**src/include/nand_host_pkg.sv**
```systemverilog
/*
  Shared constants and types for the NAND identification host controller.
  Assumes a 200 MHz system clock and an 8-bit multiplexed NAND bus.
*/
package nand_host_pkg;
  localparam int CLK_MHZ = 200;
  localparam int T_WB_NS = 100;
  localparam int WB_CYC  = (T_WB_NS * CLK_MHZ + 999) / 1000;
  localparam int PP_LEN  = 92;
  localparam int ID_LEN  = 5;
  localparam int SIG_LEN = 4;

  localparam logic [7:0] CMD_ID     = 8'h90;
  localparam logic [7:0] CMD_RESET  = 8'hff;
  localparam logic [7:0] CMD_STATUS = 8'h70;
  localparam logic [7:0] CMD_PARAM  = 8'hec;
  localparam logic [7:0] CMD_READ   = 8'h00;
  localparam logic [7:0] CMD_COL    = 8'h05;
  localparam logic [7:0] CMD_COL_GO = 8'he0;
  localparam logic [7:0] ADR_ID     = 8'h00;
  localparam logic [7:0] ADR_SIG    = 8'h20;
  localparam logic [31:0] SIG_WORD  = 32'h49464e4f;
  localparam logic [7:0] ST_RESET   = 8'he0;
  localparam logic [7:0] ST_WP_MASK = 8'h80;

  localparam int PP_REV   = 4;
  localparam int PP_FEAT  = 6;
  localparam int PP_OPT   = 8;
  localparam int PP_RA_LO = 10;
  localparam int PP_RA_HI = 31;
  localparam int PP_MAKER = 64;
  localparam int PP_RB_LO = 67;
  localparam int PP_RB_HI = 79;
  localparam int PP_PAGE  = 80;
  localparam int PP_SPARE = 84;
  localparam int PP_PPAGE = 86;
  localparam int PP_PSPR  = 90;
  localparam logic [15:0] REV_V10 = 16'h0002;

  localparam logic [4:0] REG_CTRL    = 5'h00;
  localparam logic [4:0] REG_STAT    = 5'h01;
  localparam logic [4:0] REG_ID0     = 5'h02;
  localparam logic [4:0] REG_ID1     = 5'h03;
  localparam logic [4:0] REG_IDDEC0  = 5'h04;
  localparam logic [4:0] REG_IDDEC1  = 5'h05;
  localparam logic [4:0] REG_SIG     = 5'h06;
  localparam logic [4:0] REG_COL     = 5'h07;
  localparam logic [4:0] REG_PPIDX   = 5'h08;
  localparam logic [4:0] REG_PPDATA  = 5'h09;
  localparam logic [4:0] REG_PPREV   = 5'h0a;
  localparam logic [4:0] REG_PPOPT   = 5'h0b;
  localparam logic [4:0] REG_PPPAGE  = 5'h0c;
  localparam logic [4:0] REG_PPSPARE = 5'h0d;
  localparam logic [4:0] REG_PPPART  = 5'h0e;
  localparam logic [4:0] REG_PPUNITS = 5'h0f;

  typedef enum logic [2:0] {OP_NONE = 3'h0, OP_RESET = 3'h1, OP_ID = 3'h2, OP_SIG = 3'h3,
    OP_PARAM = 3'h4, OP_COLUMN = 3'h5, OP_STATUS = 3'h6} op_t;
  typedef enum logic [1:0] {CY_CMD = 2'h0, CY_ADDR = 2'h1, CY_READ = 2'h2} cyc_t;
  typedef enum logic [1:0] {CP_IDLE = 2'h0, CP_SETUP = 2'h1, CP_LOW = 2'h2,
    CP_HOLD = 2'h3} cph_t;
  typedef enum logic [2:0] {SK_CMD = 3'h0, SK_ADDR = 3'h1, SK_WB = 3'h2, SK_RDY = 3'h3,
    SK_READ = 3'h4, SK_END = 3'h5} step_t;
  typedef enum logic [2:0] {H_IDLE = 3'h0, H_ISSUE = 3'h1, H_CYC = 3'h2, H_WB = 3'h3,
    H_RDY = 3'h4} hfsm_t;
  typedef struct packed {
    step_t      k;
    logic [7:0] b;
  } stp_t;
endpackage

```
**src/hw/nand_cycle.sv**
```systemverilog
/*
  One NAND bus cycle: command latch, address latch or data read.
  Assumes tick is a one-cycle enable that paces every pin phase.
*/
`timescale 1ns/1ps
module nand_cycle import nand_host_pkg::*; (
  // Clock and reset
  input  wire logic       clk,
  input  wire logic       resetn,
  // Request
  input  wire logic       tick,
  input  wire logic       start,
  input  wire cyc_t       kind,
  input  wire logic [7:0] wbyte,
  output logic            done,
  output logic [7:0]      rbyte,
  // Pins
  output logic            cle,
  output logic            ale,
  output logic            we_n,
  output logic            re_n,
  input  wire logic [7:0] dq_in,
  output logic [7:0]      dq_out,
  output logic            dq_oe
);
  typedef struct packed {
    cph_t       ph;
    cyc_t       kind;
    logic [7:0] dq;
    logic [7:0] rb;
    logic       cle;
    logic       ale;
    logic       we_n;
    logic       re_n;
    logic       oe;
    logic       done;
  } cs_t;

  cs_t c_r;
  cs_t c_nxt;

  // Pins are registered so strobes never glitch
  always_comb begin
    c_nxt = c_r;
    c_nxt.done = 1'b0;
    case (c_r.ph)
      CP_IDLE: if (start) begin
        c_nxt.ph = CP_SETUP;
        c_nxt.kind = kind;
        c_nxt.dq = wbyte;
        c_nxt.cle = (kind == CY_CMD);
        c_nxt.ale = (kind == CY_ADDR);
        c_nxt.oe = (kind != CY_READ);
      end
      CP_SETUP: if (tick) begin
        c_nxt.ph = CP_LOW;
        c_nxt.re_n = (c_r.kind != CY_READ);
        c_nxt.we_n = (c_r.kind == CY_READ);
      end
      CP_LOW: if (tick) begin
        c_nxt.ph = CP_HOLD;
        c_nxt.we_n = 1'b1;
        c_nxt.re_n = 1'b1;
        if (c_r.kind == CY_READ) begin
          c_nxt.rb = dq_in;
        end
      end
      CP_HOLD: if (tick) begin
        c_nxt.ph = CP_IDLE;
        c_nxt.cle = 1'b0;
        c_nxt.ale = 1'b0;
        c_nxt.oe = 1'b0;
        c_nxt.done = 1'b1;
      end
      default: c_nxt.ph = CP_IDLE;
    endcase
  end

  always_ff @(posedge clk) begin
    if (!resetn) begin
      c_r <= '{CP_IDLE, CY_CMD, 8'h00, 8'h00, 1'b0, 1'b0, 1'b1, 1'b1, 1'b0, 1'b0};
    end else begin
      c_r <= c_nxt;
    end
  end

  assign done   = c_r.done;
  assign rbyte  = c_r.rb;
  assign cle    = c_r.cle;
  assign ale    = c_r.ale;
  assign we_n   = c_r.we_n;
  assign re_n   = c_r.re_n;
  assign dq_out = c_r.dq;
  assign dq_oe  = c_r.oe;
endmodule // nand_cycle

```
**src/hw/id_decode.sv**
```systemverilog
/*
  Decoder of the fourth and fifth identifier bytes into register words.
  Assumes the bytes are held stable by the caller.
*/
`timescale 1ns/1ps
module id_decode (
  // Identifier bytes
  input  wire logic [7:0] id4,
  input  wire logic [7:0] id5,
  // Decoded words
  output logic [31:0]     dec0,
  output logic [31:0]     dec1
);
  logic [15:0] page_bytes;
  logic [15:0] block_kb;
  logic [5:0]  spare;
  logic [3:0]  ecc;
  logic [3:0]  planes;
  logic [13:0] plane_mbit;

  assign page_bytes = 16'h0400 << id4[1:0];
  assign block_kb   = 16'h0040 << id4[5:4];
  assign spare      = id4[2] ? 6'h20 : 6'h10;
  assign ecc        = 4'h1 << id5[1:0];
  assign planes     = 4'h1 << id5[3:2];
  assign plane_mbit = 14'h0040 << id5[6:4];

  assign dec0 = {block_kb, page_bytes};
  assign dec1 = {~id5[7], id4[7], id4[3], id4[6], spare, ecc, planes, plane_mbit};
endmodule // id_decode

```
**src/hw/nand_host.sv**
```systemverilog
/*
  Host controller that drives a NAND device for identification, signature,
  reset, status and parameter page reads; software uses Avalon-MM registers.
  Assumes the NAND pins are synchronous to clk and one device on the bus.
*/
`timescale 1ns/1ps
module nand_host import nand_host_pkg::*; #(
  parameter int DIV          = 4,
  parameter int BUSY_TIMEOUT = 2000000
) (
  // Clock and reset
  input  wire logic        clk,
  input  wire logic        resetn,
  // Avalon-MM slave
  input  wire logic [4:0]  avs_address,
  input  wire logic        avs_read,
  input  wire logic        avs_write,
  input  wire logic [31:0] avs_writedata,
  output logic [31:0]      avs_readdata,
  output logic             avs_waitrequest,
  // NAND pins
  output logic             ce_n,
  output logic             cle,
  output logic             ale,
  output logic             we_n,
  output logic             read_strobe_n,
  output logic             wp_n,
  input  wire logic [7:0]  dq_in,
  output logic [7:0]       dq_out,
  output logic             dq_oe,
  input  wire logic        ready_busy_n
);
  localparam int TMR_W = $clog2(BUSY_TIMEOUT + 1);

  if (DIV < 2 || DIV > 255 || BUSY_TIMEOUT <= WB_CYC) begin : g_bad_param
    $error("nand_host: DIV or BUSY_TIMEOUT out of range");
  end

  typedef struct packed {
    hfsm_t                   fsm;
    op_t                     op;
    logic [3:0]              step;
    logic [6:0]              cnt;
    logic [7:0]              col;
    logic [6:0]              pp_idx;
    logic [TMR_W-1:0]        tmr;
    logic [7:0]              div;
    logic [ID_LEN-1:0][7:0]  id;
    logic [SIG_LEN-1:0][7:0] sig;
    logic [PP_LEN-1:0][7:0]  pp;
    logic [7:0]              stat;
    cyc_t                    ckind;
    logic [7:0]              cbyte;
    logic                    go;
    logic                    in_pp;
    logic                    pp_valid;
    logic                    done;
    logic                    tmo;
    logic                    refused;
    logic                    rst_ok;
    logic                    wp_n;
    logic                    x16;
    logic                    ce_n;
    logic                    ack;
    logic [31:0]             rdata;
  } st_t;

  st_t         s_r;
  st_t         s_nxt;
  stp_t        cur;
  logic        tick;
  logic        cyc_done;
  logic [7:0]  cyc_rbyte;
  logic [31:0] dec0;
  logic [31:0] dec1;
  logic [2:0]  req_op;
  logic        op_take;

  // Step list of each operation
  function automatic stp_t step_of(input op_t op, input logic [3:0] i,
                                   input logic [7:0] col, input logic in_pp);
    stp_t s;
    s = '{SK_END, 8'h00};
    case (op)
      OP_RESET: case (i)
        4'h0: s = '{SK_CMD, CMD_RESET};
        4'h1: s = '{SK_WB, 8'h00};
        4'h2: s = '{SK_RDY, 8'h00};
        4'h3: s = '{SK_CMD, CMD_STATUS};
        4'h4: s = '{SK_READ, 8'h00};
        default: s = '{SK_END, 8'h00};
      endcase
      OP_ID, OP_SIG: case (i)
        4'h0: s = '{SK_CMD, CMD_ID};
        4'h1: s = '{SK_ADDR, (op == OP_SIG) ? ADR_SIG : ADR_ID};
        4'h2: s = '{SK_WB, 8'h00};
        4'h3: s = '{SK_READ, 8'h00};
        default: s = '{SK_END, 8'h00};
      endcase
      OP_PARAM: case (i)
        4'h0: s = '{SK_CMD, CMD_PARAM};
        4'h1: s = '{SK_ADDR, 8'h00};
        4'h2: s = '{SK_WB, 8'h00};
        4'h3: s = '{SK_RDY, 8'h00};
        4'h4: s = '{SK_READ, 8'h00};
        default: s = '{SK_END, 8'h00};
      endcase
      OP_COLUMN: case (i)
        4'h0: s = '{SK_CMD, CMD_COL};
        4'h1: s = '{SK_ADDR, col};
        4'h2: s = '{SK_ADDR, 8'h00};
        4'h3: s = '{SK_CMD, CMD_COL_GO};
        4'h4: s = '{SK_WB, 8'h00};
        4'h5: s = '{SK_READ, 8'h00};
        default: s = '{SK_END, 8'h00};
      endcase
      OP_STATUS: case (i)
        4'h0: s = '{SK_CMD, CMD_STATUS};
        4'h1: s = '{SK_WB, 8'h00};
        4'h2: s = '{SK_READ, 8'h00};
        4'h3: s = in_pp ? stp_t'{SK_CMD, CMD_READ} : stp_t'{SK_END, 8'h00};
        default: s = '{SK_END, 8'h00};
      endcase
      default: s = '{SK_END, 8'h00};
    endcase
    return s;
  endfunction

  // Bytes fetched by the read step; a column read fetches from col up to the last parameter page byte
  function automatic logic [6:0] rd_len(input op_t op, input logic [7:0] col);
    case (op)
      OP_ID:     return 7'(ID_LEN);
      OP_SIG:    return 7'(SIG_LEN);
      OP_PARAM:  return 7'(PP_LEN);
      OP_COLUMN: return 7'(PP_LEN) - col[6:0];
      default:   return 7'h01;
    endcase
  endfunction

  function automatic logic [15:0] le16(input logic [PP_LEN-1:0][7:0] p, input int b);
    return {p[b+1], p[b]};
  endfunction

  function automatic logic [31:0] le32(input logic [PP_LEN-1:0][7:0] p, input int b);
    return {le16(p, b + 2), le16(p, b)};
  endfunction

  // Page accepted only if signature, revision and reserved fields are right
  function automatic logic pp_check(input logic [PP_LEN-1:0][7:0] p);
    logic ok;
    ok = (le32(p, 0) == SIG_WORD);
    ok = ok && (le16(p, PP_REV) == REV_V10);
    ok = ok && ((le16(p, PP_FEAT) >> 5) == 16'h0000);
    ok = ok && ((le16(p, PP_OPT) >> 6) == 16'h0000);
    for (int k = PP_RA_LO; k <= PP_RA_HI; k++) begin
      ok = ok && (p[k] == 8'h00);
    end
    for (int k = PP_RB_LO; k <= PP_RB_HI; k++) begin
      ok = ok && (p[k] == 8'h00);
    end
    return ok;
  endfunction

  assign tick   = (s_r.div == 8'(DIV - 1));
  assign cur    = step_of(s_r.op, s_r.step, s_r.col, s_r.in_pp);
  assign req_op = avs_writedata[2:0];

  always_comb begin
    s_nxt = s_r;
    op_take = 1'b0;
    s_nxt.go = 1'b0;
    s_nxt.ack = (avs_read | avs_write) & ~s_r.ack;
    s_nxt.div = tick ? 8'h00 : s_r.div + 8'h01;
    case (s_r.fsm)
      H_IDLE: s_nxt.ce_n = 1'b1;
      H_ISSUE: begin
        s_nxt.tmr = '0;
        case (cur.k)
          SK_CMD, SK_ADDR, SK_READ: begin
            s_nxt.go = 1'b1;
            s_nxt.ckind = (cur.k == SK_CMD) ? CY_CMD : (cur.k == SK_ADDR) ? CY_ADDR : CY_READ;
            s_nxt.cbyte = cur.b;
            s_nxt.fsm = H_CYC;
          end
          SK_WB: s_nxt.fsm = H_WB;
          SK_RDY: s_nxt.fsm = H_RDY;
          default: begin
            s_nxt.fsm = H_IDLE;
            s_nxt.op = OP_NONE;
            s_nxt.done = 1'b1;
            if (s_r.op == OP_PARAM || s_r.op == OP_COLUMN) begin
              s_nxt.in_pp = 1'b1;
              s_nxt.pp_valid = 1'b1;
            end
            if (s_r.op == OP_RESET) begin
              s_nxt.in_pp = 1'b0;
              s_nxt.rst_ok = (s_r.stat == (s_r.wp_n ? ST_RESET : (ST_RESET & ~ST_WP_MASK)));
            end
          end
        endcase
      end
      H_CYC: if (cyc_done) begin
        s_nxt.fsm = H_ISSUE;
        if (s_r.ckind == CY_READ) begin
          case (s_r.op)
            OP_ID: s_nxt.id[s_r.cnt[2:0]] = cyc_rbyte;
            OP_SIG: s_nxt.sig[s_r.cnt[1:0]] = cyc_rbyte;
            OP_PARAM: s_nxt.pp[s_r.cnt] = cyc_rbyte;
            OP_COLUMN: s_nxt.pp[s_r.cnt + s_r.col[6:0]] = cyc_rbyte;
            default: s_nxt.stat = cyc_rbyte;
          endcase
          s_nxt.cnt = s_r.cnt + 7'h01;
          if (s_r.cnt + 7'h01 == rd_len(s_r.op, s_r.col)) begin
            s_nxt.step = s_r.step + 4'h1;
            s_nxt.cnt = '0;
          end
        end else begin
          s_nxt.step = s_r.step + 4'h1;
        end
      end
      H_WB: begin
        s_nxt.tmr = s_r.tmr + 1'b1;
        if (s_r.tmr == TMR_W'(WB_CYC - 1)) begin
          s_nxt.step = s_r.step + 4'h1;
          s_nxt.fsm = H_ISSUE;
        end
      end
      H_RDY: begin
        s_nxt.tmr = s_r.tmr + 1'b1;
        if (ready_busy_n) begin
          s_nxt.step = s_r.step + 4'h1;
          s_nxt.fsm = H_ISSUE;
        end else if (s_r.tmr == TMR_W'(BUSY_TIMEOUT - 1)) begin
          s_nxt.tmo = 1'b1;
          s_nxt.done = 1'b1;
          s_nxt.in_pp = 1'b0;
          s_nxt.op = OP_NONE;
          s_nxt.fsm = H_IDLE;
        end
      end
      default: s_nxt.fsm = H_IDLE;
    endcase

    // Register writes take effect on the release edge, one cycle after the edge that ends the wait state
    if (avs_write && s_r.ack) begin
      case (avs_address)
        REG_CTRL: begin
          s_nxt.wp_n = avs_writedata[8];
          s_nxt.x16 = avs_writedata[9];
          if (req_op != 3'h0) begin
            if (s_r.op == OP_NONE && !(op_t'(req_op) == OP_COLUMN && !s_r.in_pp)
                && req_op <= 3'h6) begin
              s_nxt.op = op_t'(req_op);
              s_nxt.fsm = H_ISSUE;
              op_take = 1'b1;
            end else if (op_t'(req_op) == OP_RESET && s_r.op != OP_RESET
                         && (s_r.fsm == H_WB || s_r.fsm == H_RDY)) begin
              s_nxt.op = OP_RESET;
              s_nxt.fsm = H_ISSUE;
              op_take = 1'b1;
            end else begin
              s_nxt.refused = 1'b1;
            end
            // Only an accepted op restarts; a refused one must not touch the running op
            if (op_take) begin
              s_nxt.step = '0;
              s_nxt.cnt = '0;
              s_nxt.ce_n = 1'b0;
              s_nxt.done = 1'b0;
              s_nxt.tmo = 1'b0;
              s_nxt.refused = 1'b0;
            end
          end
        end
        REG_COL: if (avs_writedata[7:0] < 8'(PP_LEN)) begin
          s_nxt.col = avs_writedata[7:0];
        end
        REG_PPIDX: s_nxt.pp_idx = avs_writedata[6:0];
        default: ;
      endcase
    end

    // Read data is loaded in the first cycle and stands at the release edge
    if (avs_read && !s_r.ack) begin
      case (avs_address)
        REG_CTRL: s_nxt.rdata = {22'h0, s_r.x16, s_r.wp_n, 5'h0, s_r.op};
        REG_STAT: s_nxt.rdata = {12'h0, ready_busy_n, s_r.stat[0], s_r.stat[7], s_r.stat[6],
                                 s_r.stat, s_r.in_pp, s_r.refused, s_r.tmo, s_r.rst_ok,
                                 s_r.pp_valid && pp_check(s_r.pp), s_r.sig == SIG_WORD,
                                 s_r.done, s_r.op != OP_NONE};
        REG_ID0: s_nxt.rdata = s_r.id[3:0];
        REG_ID1: s_nxt.rdata = {24'h0, s_r.id[4]};
        REG_IDDEC0: s_nxt.rdata = dec0;
        REG_IDDEC1: s_nxt.rdata = dec1;
        REG_SIG: s_nxt.rdata = s_r.sig;
        REG_COL: s_nxt.rdata = {24'h0, s_r.col};
        REG_PPIDX: s_nxt.rdata = {25'h0, s_r.pp_idx};
        REG_PPDATA: s_nxt.rdata = (s_r.pp_idx < 7'(PP_LEN)) ? {24'h0, s_r.pp[s_r.pp_idx]} : '0;
        REG_PPREV: s_nxt.rdata = {le16(s_r.pp, PP_FEAT), le16(s_r.pp, PP_REV)};
        REG_PPOPT: s_nxt.rdata = {8'h0, s_r.pp[PP_MAKER], le16(s_r.pp, PP_OPT)};
        REG_PPPAGE: s_nxt.rdata = le32(s_r.pp, PP_PAGE);
        REG_PPSPARE: s_nxt.rdata = {le16(s_r.pp, PP_PSPR), le16(s_r.pp, PP_SPARE)};
        REG_PPPART: s_nxt.rdata = le32(s_r.pp, PP_PPAGE);
        REG_PPUNITS: s_nxt.rdata = s_r.x16 ? (le32(s_r.pp, PP_PAGE) >> 1)
                                           : le32(s_r.pp, PP_PAGE);
        default: s_nxt.rdata = '0;
      endcase
    end
  end

  always_ff @(posedge clk) begin
    if (!resetn) begin
      s_r <= '0;
      s_r.wp_n <= 1'b1;
      s_r.ce_n <= 1'b1;
    end else begin
      s_r <= s_nxt;
    end
  end

  nand_cycle u_cycle (
    .clk    (clk),
    .resetn (resetn),
    .tick   (tick),
    .start  (s_r.go),
    .kind   (s_r.ckind),
    .wbyte  (s_r.cbyte),
    .done   (cyc_done),
    .rbyte  (cyc_rbyte),
    .cle    (cle),
    .ale    (ale),
    .we_n   (we_n),
    .re_n   (read_strobe_n),
    .dq_in  (dq_in),
    .dq_out (dq_out),
    .dq_oe  (dq_oe)
  );

  id_decode u_dec (
    .id4  (s_r.id[3]),
    .id5  (s_r.id[4]),
    .dec0 (dec0),
    .dec1 (dec1)
  );

  assign avs_readdata    = s_r.rdata;
  assign avs_waitrequest = (avs_read | avs_write) & ~s_r.ack;
  assign ce_n            = s_r.ce_n;
  assign wp_n            = s_r.wp_n;
endmodule // nand_host

```
**config.mk**
```make
export PLATFORM = sky130hd
export DESIGN_NAME = nand_host
export DESIGN_NICKNAME = d
export VERILOG_FILES = /design/src/include/nand_host_pkg.sv /design/src/hw/nand_cycle.sv /design/src/hw/id_decode.sv /design/src/hw/nand_host.sv
export SDC_FILE = /design/constraint.sdc
export NUM_CORES = 2
export LEC_CHECK = 0
export ABC_CLOCK_PERIOD_IN_PS = 10000
export BUFFER_PORTS_ARGS = -buffer_cell sky130_fd_sc_hd__buf_2
export CAP_MARGIN = 20
export CORE_ASPECT_RATIO = 1.25
export CORE_MARGIN = 1.5
export CORE_UTILIZATION = 60
export CTS_BUF_LIST = sky130_fd_sc_hd__clkbuf_4 sky130_fd_sc_hd__clkbuf_8
export CTS_CLUSTER_DIAMETER = 150
export DETAILED_ROUTE_END_ITERATION = 10
export HOLD_SLACK_MARGIN = 0.06
export PLACE_DENSITY = 0.76
export SLEW_MARGIN = 10
export SYNTH_ARGS = -nofsm -noshare
export SYNTH_HDL_FRONTEND = slang
export SYNTH_HIERARCHICAL = 1
export SYNTH_SLANG_ARGS = --single-unit
```
**constraint.sdc**
```tcl
create_clock -name clk -period 10 [get_ports clk]
set_clock_uncertainty 0.2 [all_clocks]
set_input_delay 1 -clock clk [delete_from_list [all_inputs] [get_ports clk]]
set_output_delay 1 -clock clk [all_outputs]
set_load 0.02 [all_outputs]
```
==> flow_metrics.py <==
metrics = {
    "timing": {
        "setup_tns_ps": 0,
        "slew_viol_final": 0,
        "max_freq_mhz": 179,
        "layout_setup_ws_ps": 4410,
        "max_slew.worst_pin.slew_ps": 1290,
        "rsz0062_at_grt": "no",
        "hold_viol": 0,
        "finalSetupViolCount": 0,
        "slew-limit-headroom_pct": 13.8,
        "fin_crit_sh_pct": 55.9,
        "min_period_ps": 5590,
    },
    "min_path": {
        "hp-start": "avs_writedata[8]",
        "hold_depth": 3,
        "hp-class": "primary input to flip-flop",
        "min_to": "wp_n$_SDFFE_PN1P_",
    },
    "synth": {
        "synth_flop_cell": "dfxtp_1",
        "synth_cell_type_count": 95,
        "yosysTopAreaCellShare_pct": 39.9,
        "synth_edf_count": 0,
        "synth-seq-cells": 956,
        "netlist_instances": 4911,
        "synth_top_area_cell": "dfxtp_1",
        "syn_area_sq_um": 48000,
        "seq_area_frac_synth_pct": 39.9,
        "synthTopCellsByArea": "dfxtp_1 (40%), mux2i_1 (18%), mux4_2 (7.5%)",
        "post_synth.cell_area_avg_sq_um": 9.77,
        "synthArstFlopShare_pct": 0,
        "synth_warnings": 6,
    },
    "job": {
        "maxCapViolCount": 0,
    },
    "cts": {
        "cts_setup_buffers": 0,
        "cts_tree": "built",
        "clock_path_buffers": 3,
        "clock_sinks": 956,
        "path_clk_slew_ps": 60,
        "clk_latency_ps": 830,
        "htreeDepth": 4,
        "cts_root_buffer": "clkbuf_8",
        "cts_inserted_buffers": 146,
        "cts-resized-gates": 0,
        "holdBufCountCts": 0,
    },
    "grt": {
        "grt_max_degree": 251,
        "overflow": 0,
        "grt_use_total_pct": 36.7,
        "antenna_found_initial": 5,
        "grt_pass1_wl_microns": 231000,
        "first_global_vias": 37600,
    },
    "detailed_routing": {
        "drc": 7,
        "wl_met1_microns": 58700,
        "route.met3.wl_microns": 15500,
        "via_per_inst": 6.68,
        "met2WireLength_microns": 68300,
        "wirelength_microns": 154000,
        "drt_iter0_drc": 5366,
        "routedWlPerCell_microns": 25.9,
        "top_layer": "met4",
        "ant_nets": 0,
        "vias": 39500,
        "dr.pass1.iters": 11,
    },
    "worst_setup_path": {
        "r2r_slack_ps": 4410,
        "crit_type": "flip-flop to flip-flop",
        "worst_setup_path_start_kind": "flip-flop",
        "arrival_ps": 6120,
        "reg2regPathDepth": 11,
        "crit_fanout": 44,
        "cp-end-kind": "flip-flop",
        "r2r-start": "s_r[913]$_SDFF_PN0_",
        "cp.required_ps": 10530,
        "r2r_end": "s_r[300]$_SDFFE_PN0P_",
    },
    "floorplan": {
        "die_h_microns": 319,
        "initial_core_util_pct": 60.7,
        "row_count": 115,
        "die_area_sq_um": 81700,
        "fp.coreArea_sq_um": 79000,
        "io_pins": 98,
        "die_w_microns": 256,
    },
    "finish": {
        "drive_gt1_share_pct": 15.5,
        "area_growth_pct": 7.12,
        "fin_nets": 4835,
    },
    "placed_design": {
        "globalplace.congestion": 1.01,
        "dp_slack_ps": 4510,
        "dp_hpwl_microns": 102000,
        "numPortBuffers": 75,
    },
    "pwr": {
        "powerDensity_nw_per_um2": 143,
        "ir_drop_mv": 0.0937,
        "leakagePower_nw": 18.9,
    },
    "status": {
        "status": "finished with violations",
        "violations": "DRC",
    },
}
registers in the layout (all words and copies together) (netlist names):
signal          flops
s_r               896
avs_readdata       32
u_cycle/dq_out      8
u_cycle/rbyte       8
u_cycle/c_r         4
ce_n                1
u_cycle/ale         1
u_cycle/cle         1
u_cycle/done        1
u_cycle/dq_oe       1
u_cycle/re_n        1
u_cycle/we_n        1
wp_n                1
synth_stat cells, types with 16 or more instances:
library cell	n
o22ai_1	19
inv_1	24
a211oi_1	33
buf_2	45
a32oi_2	32
ha_1	22
mux2i_1	857
nand3_1	144
nor2b_1	27
nand2_1	329
nor4_1	93
nor2_1	826
o21ai_0	62
a22oi_1	111
buf_4	96
and3_1	36
dfxtp_1	956
nand4_1	34
o211ai_1	16
a222oi_1	37
nor3_1	63
clkbuf_1	309
a31oi_1	30
a21oi_1	146
mux4_2	159
mux2_2	24
o32ai_4	41
nand2b_1	33
a221oi_1	19
buf_1	28
metal layers:
metal / track usage [%] / vias to the layer above
met5: 0 / -
met4: 22.8 / 0
met3: 8.74 / 583
met2: 57.3 / 2365
met1: 45.8 / 19100
li1: - / 17500
worst max-delay path by stage:
| stage | startpoint | end | cells after the start |
|---|---|---|---|
| floorplan | s_r[905]$_SDFFE_PN0P_ | s_r[421]$_SDFFE_PN0P_ | 10 |
| global placement | s_r[913]$_SDFF_PN0_ | s_r[303]$_SDFFE_PN0P_ | 11 |
| detailed placement | s_r[913]$_SDFF_PN0_ | s_r[297]$_SDFFE_PN0P_ | 11 |
| CTS | s_r[913]$_SDFF_PN0_ | s_r[300]$_SDFFE_PN0P_ | 11 |
| global route | s_r[913]$_SDFF_PN0_ | s_r[316]$_SDFFE_PN0P_ | 11 |
| finish | s_r[913]$_SDFF_PN0_ | s_r[300]$_SDFFE_PN0P_ | 11 |
cell families (layout without fill, tap and decap cells):
kind of cell | after synthesis | count (layout) | share of synthesized area, %
flip-flops | 956 | 956 | 39.9
AO/OA/AOI/OAI | 656 | 656 | 12.1
other | 1 | 37 | 0.00782
XOR/XNOR | 28 | 28 | 0.511
buffers and inverters | 503 | 425 | 4.82
AND/OR/NAND/NOR | 1702 | 1702 | 16.1
adder cells (fa/ha/maj) | 24 | 24 | 0.636
multiplexers | 1041 | 1041 | 25.9
stage by stage:
step                      hold WS [ps]  util [%]  power [mW]  std cells  area, sq um
final                              197      65.1        7.36       5922        51400
after CTS                          171      65.0        7.38       5915        51300
after global placement             238      61.1        4.06       5661        48300
after global routing               213      65.1        7.56       5921        51400
after detailed placement           245      61.1        4.06       5663        48300
after floorplan                    224         -        4.03       4944        48100
where the power goes:
part / internal, mW / total (mW) / switching (mW)
sequential: 3.81 / 3.82 / 0.00740
combinational: 0.0338 / 0.163 / 0.129
clock: 1.81 / 3.38 / 1.57
total: 5.66 / 7.36 / 1.70
critical path, cell delays in order, from the launching register on:
cell and delay, ps:
dfxtp_1 500, ha_1 320, fa_1 440, a21o_1 180
a21oi_1 470, nor2_1 140, a311oi_4 310, buf_4 740
buf_4 890, nor2_1 280, a32oi_2 740, mux2i_1 260
final cells by class:
class / count / area (sq um)
clock buffers: 227 / 2860
inverters: 24 / 97.6
diodes: 3 / 7.51
clock inverters: 25 / 170
flip-flops and latches: 956 / 19200
repair buffers: 149 / 1010
fillers: 6304 / 27600
well taps: 1053 / 1320
multi-input cells: 3485 / 26700
layout by cell type, fill, tap and decap left out, types with 36 or more instances in the layout:
cell type  instances
o32ai_4           41
nor3_1            62
clkbuf_8         184
a21oi_1          145
clkbuf_4          43
a22oi_1          111
o21ai_0           62
buf_4             67
nor2_1           818
buf_2             74
dfxtp_1          943
a222oi_1          37
mux2i_1          857
nor4_1            93
nand2_1          329
mux4_2           159
nand3_1          144
and3_1            36
Power figures use the tool's default switching activity.
